===== src/core/ddif_pkg.sv =====
// constants, modes and line counts for the drive digital input functions
// assumes one drive clock and the register layout chosen below
//
// Operation
// [RQ1] five input lines, three output lines
// [RQ2] any function maps to any line
// [RQ3] active-on: voltage means asserted
// [RQ4] active-off: no voltage means asserted
// [RQ5] always-active overrides line and assignment
// [RQ6] line on only after debounce time
// [RQ7] home captured at raw rising edge
// [RQ8] forcing overrides physical level for functions
// [RQ9] forced states cleared at reset
// [RQ10] brake control engages brake unless released
// [RQ11] brake release always holds brake output
// [RQ12] faults cleared on reset-or rising edge
// [RQ13] stop aborts motion, decelerates, holds
// [RQ14] stop blocks jog, index and home
// [RQ15] level jog resumes when stop drops
// [RQ16] decimal point off on stop or disable
// [RQ17] preset index weighted one two four
// [RQ18] preset change ramps without stopping
// [RQ19] torque limit enable clamps torque
// [RQ20] output line is polarised OR of functions
// [RQ21] debounce count restarts on any drop
// [RQ22] polarity, always, force applied in order; code forces the line level first, then applies polarity, then always
package ddif_pkg;
  localparam int NUM_IN   = 5;
  localparam int NUM_OUT  = 3;
  localparam int NUM_FIN  = 16;
  localparam int NUM_FOUT = 8;
  localparam int SEL_W    = 3;
  localparam int DEB_W    = 16;
  // input function indices
  localparam int FI_ENABLE = 0;
  localparam int FI_BRK_CTL = 1;
  localparam int FI_BRK_REL = 2;
  localparam int FI_RESET = 3;
  localparam int FI_STOP = 4;
  localparam int FI_JOG_P = 5;
  localparam int FI_JOG_N = 6;
  localparam int FI_JOG_F = 7;
  localparam int FI_INDEX = 8;
  localparam int FI_HOME = 9;
  localparam int FI_HOME_SNS = 10;
  localparam int FI_VP1 = 11;
  localparam int FI_VP2 = 12;
  localparam int FI_VP3 = 13;
  localparam int FI_TQ_LIM = 14;
  // output function indices
  localparam int FO_BRAKE = 0;
  localparam int FO_FAULT = 1;
  localparam int FO_OK = 2;
  localparam int FO_STOPPED = 3;
  // apb register byte offsets
  localparam logic [11:0] A_IN_MAP   = 12'h000; // 16 words, function map
  localparam logic [11:0] A_OUT_MAP  = 12'h040; // 3 words, output map
  localparam logic [11:0] A_POL      = 12'h050;
  localparam logic [11:0] A_ALWAYS   = 12'h054;
  localparam logic [11:0] A_FRC_EN   = 12'h058;
  localparam logic [11:0] A_FRC_VAL  = 12'h05c;
  localparam logic [11:0] A_OUT_POL  = 12'h060;
  localparam logic [11:0] A_STATUS   = 12'h064;
  localparam logic [11:0] A_DEB_BASE = 12'h080; // 5 words, debounce cycles
  localparam logic [11:0] A_FUNCS    = 12'h0a0;
  localparam logic [11:0] A_HOME_POS = 12'h0a4;
  // map word field: bit 3 assigns, bits 2:0 select line
  localparam int MAP_EN_BIT = 3;
  localparam logic [31:0] RD_ZERO = 32'h0000_0000;
  // stop handling states
  typedef enum logic [1:0] {
    DDIF_RUN  = 2'b00,
    DDIF_DECEL = 2'b01,
    DDIF_HOLD = 2'b10
  } ddif_stop_t;
endpackage


===== src/core/ddif_top.sv =====
// drive digital input conditioning and input/output function logic
// apb slave with zero wait states; lines synchronous to MCLK
//
// Added by the designer: the placing of the registers and the APB slave port.
`timescale 1ns/1ps
`default_nettype none
module ddif_top #(
  parameter int NIN  = ddif_pkg::NUM_IN,
  parameter int NOUT = ddif_pkg::NUM_OUT
) (
  // clock, reset, enable
  input  wire logic                       MCLK,
  input  wire logic                       RESET_N,
  input  wire logic                       CE,
  // apb slave
  input  wire logic                       PSEL,
  input  wire logic                       PENABLE,
  input  wire logic                       PWRITE,
  input  wire logic [11:0]                PADDR,
  input  wire logic [31:0]                PWDATA,
  output logic      [31:0]                PRDATA,
  output logic                            PREADY,
  output logic                            PSLVERR,
  // drive side
  input  wire logic [NIN-1:0]             IN_LINES,
  input  wire logic                       PANEL_RESET,
  input  wire logic                       FAULT_ACTIVE,
  input  wire logic                       MOTION_BUSY,
  input  wire logic                       AT_ZERO_VEL,
  input  wire logic [31:0]                POS_FEEDBACK,
  output logic      [NOUT-1:0]            OUT_LINES,
  output logic                            FAULT_CLEAR,
  output logic                            MOTION_ABORT,
  output logic                            STOP_DECEL,
  output logic                            HOLD_POS,
  output logic                            MOTION_INHIBIT,
  output logic                            JOG_RESUME,
  output logic                            DECIMAL_POINT,
  output logic      [ddif_pkg::SEL_W-1:0] PRESET_INDEX,
  output logic                            PRESET_CHANGE,
  output logic                            TORQUE_CLAMP,
  output logic                            HOME_CAPTURE,
  output logic      [31:0]                HOME_POS
);
  import ddif_pkg::*;

  // the mapping logic only serves the documented line counts
  if (NIN != NUM_IN || NOUT != NUM_OUT) begin : g_bad_cfg
    $error("line counts must match five inputs and three outputs");
  end

  ////////////////////////////////////////////////////////////////////
  // configuration registers
  logic [3:0]       in_map_q  [NUM_FIN];
  logic [NUM_FOUT-1:0] out_sel_q [NUM_OUT];
  logic [NUM_FIN-1:0] pol_q;
  logic [NUM_FIN-1:0] always_q;
  logic [NIN-1:0]   frc_en_q;
  logic [NIN-1:0]   frc_val_q;
  logic [NOUT-1:0]  out_pol_q;
  logic [DEB_W-1:0] deb_q [NIN];
  logic             wr_en;
  logic [NUM_FIN-1:0] func_q;
  logic [31:0]      home_q;

  // write strobe only at the access edge
  assign wr_en = CE && PSEL && PENABLE && PWRITE;

  // decoding of register slot index from a base address
  function automatic logic hit(input logic [11:0] a,
                               input logic [11:0] base,
                               input int          idx);
    return a == base + 12'(idx * 4);
  endfunction

  // [RQ2] function to line mapping
  always_ff @(posedge MCLK or negedge RESET_N) begin
    if (!RESET_N) begin
      for (int i = 0; i < NUM_FIN; i++) in_map_q[i] <= 4'h0;
      for (int j = 0; j < NUM_OUT; j++) out_sel_q[j] <= '0;
    end else if (wr_en) begin
      for (int i = 0; i < NUM_FIN; i++)
        if (hit(PADDR, A_IN_MAP, i)) in_map_q[i] <= PWDATA[3:0];
      for (int j = 0; j < NUM_OUT; j++)
        if (hit(PADDR, A_OUT_MAP, j))
          out_sel_q[j] <= PWDATA[NUM_FOUT-1:0];
    end
  end

  // [RQ9] force settings cleared on every reset
  always_ff @(posedge MCLK or negedge RESET_N) begin
    if (!RESET_N) begin
      pol_q     <= '0;
      always_q  <= '0;
      frc_en_q  <= '0;
      frc_val_q <= '0;
      out_pol_q <= '0;
    end else if (wr_en) begin
      if (PADDR == A_POL)     pol_q     <= PWDATA[NUM_FIN-1:0];
      if (PADDR == A_ALWAYS)  always_q  <= PWDATA[NUM_FIN-1:0];
      if (PADDR == A_FRC_EN)  frc_en_q  <= PWDATA[NIN-1:0];
      if (PADDR == A_FRC_VAL) frc_val_q <= PWDATA[NIN-1:0];
      if (PADDR == A_OUT_POL) out_pol_q <= PWDATA[NOUT-1:0];
    end
  end

  // debounce times in clock cycles, zero disables
  always_ff @(posedge MCLK or negedge RESET_N) begin
    if (!RESET_N) begin
      for (int i = 0; i < NIN; i++) deb_q[i] <= '0;
    end else if (wr_en) begin
      for (int i = 0; i < NIN; i++)
        if (hit(PADDR, A_DEB_BASE, i)) deb_q[i] <= PWDATA[DEB_W-1:0];
    end
  end

  ////////////////////////////////////////////////////////////////////
  // per-line debounce and forcing
  logic [NIN-1:0] raw_prev_q;
  logic [NIN-1:0] deb_on_q;
  logic [NIN-1:0] line_lvl;
  logic [DEB_W-1:0] cnt_q [NIN];

  genvar g;
  generate
    for (g = 0; g < NIN; g++) begin : gl
      // [RQ6] [RQ21] uninterrupted on time, restart on drop
      always_ff @(posedge MCLK or negedge RESET_N) begin
        if (!RESET_N) begin
          cnt_q[g]    <= '0;
          deb_on_q[g] <= 1'b0;
        end else if (CE) begin
          if (!IN_LINES[g]) begin
            cnt_q[g]    <= '0;
            deb_on_q[g] <= 1'b0;
          end else if (cnt_q[g] + 1'b1 >= deb_q[g]) begin
            deb_on_q[g] <= 1'b1;
          end else begin
            cnt_q[g] <= cnt_q[g] + 1'b1;
          end
        end
      end
      // [RQ8] [RQ22] forcing applied on the line level, before polarity and always
      assign line_lvl[g] = frc_en_q[g] ? frc_val_q[g] : deb_on_q[g];
    end
  endgenerate

  always_ff @(posedge MCLK or negedge RESET_N) begin
    if (!RESET_N) raw_prev_q <= '0;
    else if (CE)  raw_prev_q <= IN_LINES;
  end

  ////////////////////////////////////////////////////////////////////
  // input function levels
  logic [NUM_FIN-1:0] func_d;
  always_comb begin
    logic lv;
    lv = 1'b0;
    for (int i = 0; i < NUM_FIN; i++) begin
      lv = in_map_q[i][MAP_EN_BIT] && (32'(in_map_q[i][2:0]) < NIN)
           && line_lvl[in_map_q[i][2:0]];
      // [RQ3] [RQ4] polarity, only for an assigned line
      func_d[i] = in_map_q[i][MAP_EN_BIT] && (lv ^ pol_q[i]);
      // [RQ5] always active wins over line state
      if (always_q[i]) func_d[i] = 1'b1;
    end
  end

  always_ff @(posedge MCLK or negedge RESET_N) begin
    if (!RESET_N) func_q <= '0;
    else if (CE)  func_q <= func_d;
  end

  ////////////////////////////////////////////////////////////////////
  // home capture at the raw edge of the home sensor line
  logic [2:0] home_ln;
  logic       home_raw_rise;
  assign home_ln = in_map_q[FI_HOME_SNS][2:0];
  assign home_raw_rise = in_map_q[FI_HOME_SNS][MAP_EN_BIT]
                         && (32'(home_ln) < NIN)
                         && IN_LINES[home_ln] && !raw_prev_q[home_ln];
  logic       home_pend_q;
  logic [31:0] home_pos_q;
  logic       home_cap_q;
  // [RQ7] latch at raw edge, report once debounced
  always_ff @(posedge MCLK or negedge RESET_N) begin
    if (!RESET_N) begin
      home_pend_q <= 1'b0;
      home_pos_q  <= '0;
      home_q      <= '0;
      home_cap_q  <= 1'b0;
    end else if (CE) begin
      home_cap_q <= 1'b0;
      if (home_raw_rise) begin
        home_pos_q  <= POS_FEEDBACK;
        home_pend_q <= 1'b1;
      end else if (home_pend_q && func_q[FI_HOME_SNS]) begin
        home_q      <= home_pos_q;
        home_cap_q  <= 1'b1;
        home_pend_q <= 1'b0;
      end else if (!IN_LINES[home_ln]) begin
        home_pend_q <= 1'b0;
      end
    end
  end

  ////////////////////////////////////////////////////////////////////
  // function logic
  logic       rst_or_q;
  logic       stop_prev_q;
  logic       fclr_q;
  logic       abort_q;
  logic       inhib_q;
  logic       jres_q;
  logic       dp_q;
  logic       tq_q;
  logic       brake_q;
  logic [SEL_W-1:0] pidx_q;
  logic       pchg_q;
  logic       rst_or;
  logic       jog_lvl;
  logic [SEL_W-1:0] pidx_d;
  ddif_stop_t stop_q;

  assign rst_or  = func_q[FI_RESET] | PANEL_RESET;
  assign jog_lvl = func_q[FI_JOG_P] | func_q[FI_JOG_N];
  // [RQ17] weights one, two and four
  assign pidx_d = {func_q[FI_VP3], func_q[FI_VP2], func_q[FI_VP1]};

  // [RQ12] clear only on a rising edge of the combined reset
  always_ff @(posedge MCLK or negedge RESET_N) begin
    if (!RESET_N) begin
      rst_or_q <= 1'b0;
      fclr_q   <= 1'b0;
    end else if (CE) begin
      rst_or_q <= rst_or;
      fclr_q   <= rst_or && !rst_or_q;
    end
  end

  // [RQ13] abort then decelerate, hold at zero velocity
  always_ff @(posedge MCLK or negedge RESET_N) begin
    if (!RESET_N) begin
      stop_q      <= DDIF_RUN;
      stop_prev_q <= 1'b0;
      abort_q     <= 1'b0;
    end else if (CE) begin
      stop_prev_q <= func_q[FI_STOP];
      abort_q     <= func_q[FI_STOP] && !stop_prev_q && MOTION_BUSY;
      case (stop_q)
        DDIF_RUN:   if (func_q[FI_STOP]) stop_q <= DDIF_DECEL;
        DDIF_DECEL: if (!func_q[FI_STOP]) stop_q <= DDIF_RUN;
                    else if (AT_ZERO_VEL) stop_q <= DDIF_HOLD;
        DDIF_HOLD:  if (!func_q[FI_STOP]) stop_q <= DDIF_RUN;
        default:    stop_q <= DDIF_RUN;
      endcase
    end
  end

  // [RQ14] [RQ15] inhibit while stopped, resume held jog
  always_ff @(posedge MCLK or negedge RESET_N) begin
    if (!RESET_N) begin
      inhib_q <= 1'b0;
      jres_q  <= 1'b0;
    end else if (CE) begin
      inhib_q <= func_q[FI_STOP];
      jres_q  <= !func_q[FI_STOP] && stop_prev_q && jog_lvl;
    end
  end

  // [RQ16] decimal point lit only when running and enabled
  // [RQ19] torque clamp follows its function
  always_ff @(posedge MCLK or negedge RESET_N) begin
    if (!RESET_N) begin
      dp_q <= 1'b0;
      tq_q <= 1'b0;
    end else if (CE) begin
      dp_q <= !func_q[FI_STOP] && func_q[FI_ENABLE];
      tq_q <= func_q[FI_TQ_LIM];
    end
  end

  // [RQ18] new preset index ramps directly, no stop request
  always_ff @(posedge MCLK or negedge RESET_N) begin
    if (!RESET_N) begin
      pidx_q <= '0;
      pchg_q <= 1'b0;
    end else if (CE) begin
      pidx_q <= pidx_d;
      pchg_q <= pidx_d != pidx_q;
    end
  end

  // [RQ10] [RQ11] brake output, release has priority
  logic brake_d;
  always_comb begin
    brake_d = func_q[FI_ENABLE] && !FAULT_ACTIVE;
    if (func_q[FI_BRK_CTL]) brake_d = 1'b0;
    if (func_q[FI_BRK_REL]) brake_d = 1'b1;
  end
  always_ff @(posedge MCLK or negedge RESET_N) begin
    if (!RESET_N) brake_q <= 1'b0;
    else if (CE)  brake_q <= brake_d;
  end

  ////////////////////////////////////////////////////////////////////
  // output lines
  logic [NUM_FOUT-1:0] ofunc;
  logic [NOUT-1:0]     out_q;
  assign ofunc = {4'h0, stop_q != DDIF_RUN, !FAULT_ACTIVE,
                  FAULT_ACTIVE, brake_q};
  // [RQ1] [RQ20] polarised OR of assigned functions per line
  always_ff @(posedge MCLK or negedge RESET_N) begin
    if (!RESET_N) out_q <= '0;
    else if (CE) begin
      for (int j = 0; j < NOUT; j++)
        out_q[j] <= (|(out_sel_q[j] & ofunc)) ^ out_pol_q[j];
    end
  end

  ////////////////////////////////////////////////////////////////////
  // apb read path, zero wait states
  logic [31:0] rd_d;
  logic [31:0] rd_q;
  always_comb begin
    rd_d = RD_ZERO;
    for (int i = 0; i < NUM_FIN; i++)
      if (hit(PADDR, A_IN_MAP, i)) rd_d = {28'h0, in_map_q[i]};
    for (int j = 0; j < NUM_OUT; j++)
      if (hit(PADDR, A_OUT_MAP, j)) rd_d = {24'h0, out_sel_q[j]};
    for (int i = 0; i < NIN; i++)
      if (hit(PADDR, A_DEB_BASE, i)) rd_d = {16'h0, deb_q[i]};
    case (PADDR)
      A_POL:      rd_d = {16'h0, pol_q};
      A_ALWAYS:   rd_d = {16'h0, always_q};
      A_FRC_EN:   rd_d = {27'h0, frc_en_q};
      A_FRC_VAL:  rd_d = {27'h0, frc_val_q};
      A_OUT_POL:  rd_d = {29'h0, out_pol_q};
      A_STATUS:   rd_d = {22'h0, stop_q, out_q, line_lvl};
      A_FUNCS:    rd_d = {16'h0, func_q};
      A_HOME_POS: rd_d = home_q;
      default:    ;
    endcase
  end
  always_ff @(posedge MCLK or negedge RESET_N) begin
    if (!RESET_N) rd_q <= '0;
    else if (CE && PSEL && !PENABLE && !PWRITE) rd_q <= rd_d;
  end

  // stop state flags registered so the outputs come from flip-flops
  logic decel_q;
  logic hold_q;
  always_ff @(posedge MCLK or negedge RESET_N) begin
    if (!RESET_N) begin
      decel_q <= 1'b0;
      hold_q  <= 1'b0;
    end else if (CE) begin
      decel_q <= stop_q == DDIF_DECEL;
      hold_q  <= stop_q == DDIF_HOLD;
    end
  end

  ////////////////////////////////////////////////////////////////////
  // registered outputs; PREADY and PSLVERR are tied to constants
  assign PRDATA         = rd_q;
  assign PREADY         = 1'b1;
  assign PSLVERR        = 1'b0;
  assign OUT_LINES      = out_q;
  assign FAULT_CLEAR    = fclr_q;
  assign MOTION_ABORT   = abort_q;
  assign STOP_DECEL     = decel_q;
  assign HOLD_POS       = hold_q;
  assign MOTION_INHIBIT = inhib_q;
  assign JOG_RESUME     = jres_q;
  assign DECIMAL_POINT  = dp_q;
  assign PRESET_INDEX   = pidx_q;
  assign PRESET_CHANGE  = pchg_q;
  assign TORQUE_CLAMP   = tq_q;
  assign HOME_CAPTURE   = home_cap_q;
  assign HOME_POS       = home_q;

  ////////////////////////////////////////////////////////////////////
  // checks
  a_brake_release: assert property (@(posedge MCLK) disable iff (!RESET_N)
    CE && func_q[FI_BRK_REL] |=> brake_q) // [RQ11]
    else $error("brake not released");
  a_brake_engage: assert property (@(posedge MCLK) disable iff (!RESET_N)
    CE && func_q[FI_BRK_CTL] && !func_q[FI_BRK_REL] |=> !brake_q) // [RQ10]
    else $error("brake not engaged");
  a_fault_edge: assert property (@(posedge MCLK) disable iff (!RESET_N)
    fclr_q |-> $past(CE) && !$past(rst_or_q)) // [RQ12]
    else $error("fault clear without edge");
  a_stop_inhibit: assert property (@(posedge MCLK) disable iff (!RESET_N)
    CE && func_q[FI_STOP] |=> inhib_q && !jres_q) // [RQ14]
    else $error("motion not inhibited");
  a_dp_off: assert property (@(posedge MCLK) disable iff (!RESET_N)
    CE && (func_q[FI_STOP] || !func_q[FI_ENABLE]) |=> !dp_q) // [RQ16]
    else $error("decimal point lit");
  a_preset_index: assert property (@(posedge MCLK) disable iff (!RESET_N)
    CE |=> pidx_q == $past(pidx_d)) // [RQ17]
    else $error("preset index wrong");
  a_torque_clamp: assert property (@(posedge MCLK) disable iff (!RESET_N)
    CE |=> tq_q == $past(func_q[FI_TQ_LIM])) // [RQ19]
    else $error("torque clamp wrong");
  a_stop_decel: assert property (@(posedge MCLK) disable iff (!RESET_N) // [RQ13]
    CE && stop_q == DDIF_RUN && func_q[FI_STOP] |=> stop_q == DDIF_DECEL)
    else $error("stop not decelerating");
  a_force_line: assert property (@(posedge MCLK) disable iff (!RESET_N)
    frc_en_q[0] |-> line_lvl[0] == frc_val_q[0]) // [RQ8]
    else $error("force ignored");
  a_debounce_drop: assert property (@(posedge MCLK) disable iff (!RESET_N)
    CE && !IN_LINES[0] |=> !deb_on_q[0] && cnt_q[0] == '0) // [RQ21]
    else $error("debounce not restarted");
endmodule
`default_nettype wire


===== config.mk =====
export PLATFORM = sky130hd
export DESIGN_NAME = ddif_top
export DESIGN_NICKNAME = d
export VERILOG_FILES = /design/src/core/ddif_pkg.sv /design/src/core/ddif_top.sv
export SDC_FILE = /design/constraint.sdc
export NUM_CORES = 1
export LEC_CHECK = 0
export BUFFER_PORTS_ARGS = -buffer_cell sky130_fd_sc_hd__buf_2
export CELL_PAD_IN_SITES_DETAIL_PLACEMENT = 0
export CELL_PAD_IN_SITES_GLOBAL_PLACEMENT = 2
export CORE_MARGIN = 3
export CORE_UTILIZATION = 36
export CTS_CLUSTER_SIZE = 16
export DETAILED_ROUTE_END_ITERATION = 6
export PLACE_DENSITY = 0.87
export RECOVER_POWER = 100
export SLEW_MARGIN = 5
export SYNTH_ARGS = -nofsm -noshare
export SYNTH_HDL_FRONTEND = slang
export SYNTH_SLANG_ARGS = --single-unit

===== constraint.sdc =====
create_clock -name MCLK -period 4 [get_ports MCLK]
set_clock_uncertainty 0.2 [all_clocks]
set_input_delay 0.4 -clock MCLK [delete_from_list [all_inputs] [get_ports MCLK]]
set_output_delay 0.4 -clock MCLK [all_outputs]
set_load 0.05 [all_outputs]

==> run summary <==
• **number of ports placed on the die boundary** 173
• **area after detailed placement** 25310 µm²
• **number of standard cells in the layout, taps in and fillers out** 3275
• **clock tree from TritonCTS** yes
• **count of routing violations after the opening detailed-route iteration** 1687
• **global routing usage on met3** 0.05366
• **number of global-route vias before repair** 18884
• **RSZ-0062 raised after global routing** yes
• **row count** 92
• **GR Layer Usage met2** 0.3562
• **fraction of layout cells with a size suffix above 1** 0.2134
• **leading cell type in the layout, fill and taps excluded** sky130_fd_sc_hd__dfrtp_1
• **maximum number of pins on one net before global-route repair** 115
• **startpoint of the lowest-slack register-to-register path** cnt_q[65]
• **end of the worst register-to-register path** cnt_q[74]
• **Yosys Warn Count** 0
• **async set or reset register ratio after synthesis** 1.000
• **maximum clock frequency** 0.2611 GHz
• **grt peak-use layer** met2
• **smallest setup slack after layout** 0.1699 ns
• **data required time of the worst path** 4.28 ns
• **number of placed cells counting well taps** 3133
• **GRT overflow** 0
• **slowest cell on the critical path** sky130_fd_sc_hd__clkbuf_1
• **Final min period** 3.830 ns
• **wire length per cell** 23.63 µm
• **buffer cell driving the clock tree root** sky130_fd_sc_hd__clkbuf_16
• **measured slew at the worst slew-check pin** 3.031 ns
• **CP max FO** 24
• **count of filler cells inserted in the layout** 6077
• **relative slew slack** -1.020
• **most used flip-flop cell after synthesis** sky130_fd_sc_hd__dfrtp_1
• **setup slack, reg-to-reg** 0.22 ns
• **total core area** 63310 µm²
• **outcome** complete, but fails checks
• **Die H** 259.7 µm
• **violated checks** max-capacitance violations, max-slew violations
• **Synth-to-Final Area Change** 18.11%
• **cell leakage power** 12.95 nW
• **count of cells along the worst register-to-register path** 16
• **number of input and output port buffers inserted** 154
• **final antenna-violating net count** 0
• **kind of path behind the tightest hold check** primary input to flop
• **met1 Use GR** 0.3066
• **global routing usage summed across all routing layers** 0.2280
• **worst-case vdd ir drop** 0.3097 mV
• **global-route wire length before repair** 117.3 mm
• **clock network latency to the later pin of the worst-skew pair** 0.60 ns
• **CP Capture Point** pol_q[8]
• **worst setup path startpoint** CE
• **Setup CP Type** primary input to flop
• **Detail Placement HPWL** 56.60 mm
• **type of destination of the critical path** flop
• **Hold Vio Cnt, Final** 0
• **clock tree sinks** 436
• **detailed-route via count** 18623
• **Cell Pwr Density** 382.3 nW/µm²
• **Die ar.** 67430 µm²
• **nets** 2567
• **antenna violations before repair** 3
• **cells traversed along the worst timing path** clkbuf_1 -> nand4_1 -> clkbuf_1 -> nor3_1 -> dlymetal6s2s_1 -> mux2_2
• **DRT Wirelength** 77.38 mm
• **fin. max-slew vios** 136
• **gate count after technology mapping** 2165
• **synthesized area per cell** 10.70 µm²
• **worst hold path startpoint** PWDATA[12]
• **number of buffers created by CTS** 49
• **fin crit share** 0.9575
• **Arr. time, crit path** 4.11 ns
• **Worst Setup Slack post-DPL** -0.08152 ns
• **drt pass-1 iters** 5
• **number of flops mapped to enable cells by yosys** 0
• **Max-cap violations** 2
• **horizontal die dimension** 259.7 µm
• **most common cell type on the critical path** sky130_fd_sc_hd__clkbuf_1
• **mean number of vias per cell** 5.686
• **startpoint type of the worst setup path** primary input
• **most frequent cells in the layout** 436 x sky130_fd_sc_hd__dfrtp_1, 205 x sky130_fd_sc_hd__nand2_1, 203 x sky130_fd_sc_hd__mux2_2
• **final instance area** 27360 µm²
• **routability-driven placement congestion ratio** 0.9408
• **count of distinct cell types in the synthesized netlist** 84
• **post-synthesis sequential element count** 436
• **final routed DRC violation total** 0
• **number of H-tree levels** 2
• **deepest clock path buffer count** 3
• **Post-Route Utilization** 0.4322
• **total nets after synthesis** 2341
• **effective utilization at floorplan** 0.3659
• **portion of the post-synthesis area used by sequential elements** 0.4710
• **crit-path max cell delay** 1.11 ns
• **summed instance area of the synthesized netlist** 23160 µm²
• **clock transition at the register clock pins on the worst setup and hold paths after CTS** 0.06 ns
• **final setup violating endpoints** 0
• **final hold slack** 0.03543 ns
-- cell families (layout without fill, tap and decap cells) --
group / count (synthesis) / in the layout / share of synthesized area
and+or+nand+nor: 537 / 537 / 0.1167
AOI/OAI and AO/OA: 500 / 500 / 0.1479
DFF: 436 / 436 / 0.4710
muxes: 268 / 268 / 0.1404
buffers and inverters: 245 / 507 / 0.04294
xor gates and xnor gates: 92 / 92 / 0.03478
adders and majority gates: 85 / 85 / 0.04591
other: 2 / 4 / 0.0003242
-- flip-flops by register name, summed over array words and instances (netlist names), 2 cells and up --
register / count
out_pol_q: 3
stop_q: 2
cnt_q: 80
deb_q: 80
home_ln: 3
pol_q: 16
PRDATA: 32
OUT_LINES: 3
deb_on_q: 5
out_sel_q: 24
home_pos_q: 32
in_map_q: 61
func_q: 16
raw_prev_q: 5
frc_en_q: 5
frc_val_q: 5
HOME_POS: 32
always_q: 16
PRESET_INDEX: 3
-- metal layers --
layer | part of all wire | wire length [µm] | vias up
li1 | - | - | 8370
met1 | 0.43 | 33050 | 9330
met2 | 0.45 | 34470 | 774
met3 | 0.087 | 6694 | 147
met4 | 0.041 | 3155 | 2
met5 | 0.00017 | 13 | -
-- report_power, final --
part           internal, W  leakage, nW  switching (W)
combinational     0.000345         6.48       0.000770
clock              0.00282        0.812        0.00188
sequential         0.00452         5.66       0.000123
total              0.00768         12.9        0.00277
-- cells in the mapped netlist (10+ instances only) --
| cell | count | area [µm²] |
|---|---|---|
| sky130_fd_sc_hd__a221oi_1 | 23 | 201.4 |
| sky130_fd_sc_hd__nand2_1 | 204 | 765.7 |
| sky130_fd_sc_hd__nand4_1 | 25 | 156.4 |
| sky130_fd_sc_hd__a22o_1 | 49 | 429.2 |
| sky130_fd_sc_hd__nor2b_1 | 17 | 106.4 |
| sky130_fd_sc_hd__mux2i_1 | 11 | 110.1 |
| sky130_fd_sc_hd__o221ai_1 | 11 | 96.34 |
| sky130_fd_sc_hd__xnor2_1 | 64 | 560.5 |
| sky130_fd_sc_hd__a222oi_1 | 14 | 140.1 |
| sky130_fd_sc_hd__mux2_1 | 29 | 326.6 |
| sky130_fd_sc_hd__and3_1 | 29 | 181.4 |
| sky130_fd_sc_hd__nor2_1 | 103 | 386.6 |
| sky130_fd_sc_hd__a21o_1 | 19 | 142.6 |
| sky130_fd_sc_hd__ha_1 | 85 | 1064 |
| sky130_fd_sc_hd__a22oi_1 | 28 | 210.2 |
| sky130_fd_sc_hd__o21ai_0 | 135 | 675.7 |
| sky130_fd_sc_hd__mux4_2 | 22 | 495.5 |
| sky130_fd_sc_hd__o22ai_1 | 13 | 81.33 |
| sky130_fd_sc_hd__nor3_1 | 20 | 100.1 |
| sky130_fd_sc_hd__clkbuf_1 | 77 | 289.0 |
| sky130_fd_sc_hd__dfrtp_1 | 436 | 10910 |
| sky130_fd_sc_hd__a21oi_1 | 79 | 395.4 |
| sky130_fd_sc_hd__a31oi_1 | 17 | 106.4 |
| sky130_fd_sc_hd__mux2_2 | 206 | 2320 |
| sky130_fd_sc_hd__buf_1 | 10 | 37.54 |
| sky130_fd_sc_hd__nand3_1 | 66 | 330.3 |
| sky130_fd_sc_hd__inv_1 | 117 | 439.2 |
| sky130_fd_sc_hd__a32o_1 | 12 | 120.1 |
| sky130_fd_sc_hd__xor2_1 | 28 | 245.2 |
| sky130_fd_sc_hd__buf_2 | 33 | 165.2 |
| sky130_fd_sc_hd__o31ai_1 | 22 | 165.2 |
-- what timing repair did --
item / in CTS / in global routing
buffers inserted: 0 / 3
hold endpoints to repair: 182 / 0
resized for setup: 6 / 24
hold buffers: 50 / 0
pin swaps: 1 / 5
endpoints found under the setup margin: 12 / 41
-- layout make-up --
class                      count  area [µm²]  area share
antenna                        2       5.005   0.0001829
clock buffer                  68        1398     0.05108
clock inverter                19       260.3    0.009512
inverter                     119       446.7     0.01633
multi-input combinational   1484       11340      0.4146
sequential                   436       10910      0.3988
tap                          846        1059     0.03869
timing repair buffer         301        1937     0.07079
-- metrics by stage --
step,power (W),TNS [ns]
2_1_floorplan,0.005281,0
3_3_place_gp,0.005751,0
3_5_place_dp,0.005784,-0.08152
4_1_cts,0.01053,0
5_1_grt,0.01082,-0.3360
6_report,0.01046,0
-- critical path: cells and delay by family --
family / cells / cell delay (ns)
buf+inv: 3 / 2.36
mux: 1 / 0.42
simple gates: 2 / 0.88
-- worst min-delay path by stage --
stage,to,slack [ns],cells past startpoint
floorplan,DECIMAL_POINT,-0.1,0
global placement,FAULT_CLEAR,0.24,1
detailed placement,PRDATA[25],0.25,2
CTS,deb_q[12],0.002,3
global route,deb_q[12],0.03,3
finish,deb_q[76],0.04,3
No activity file was read; power rests on OpenSTA's default activity.
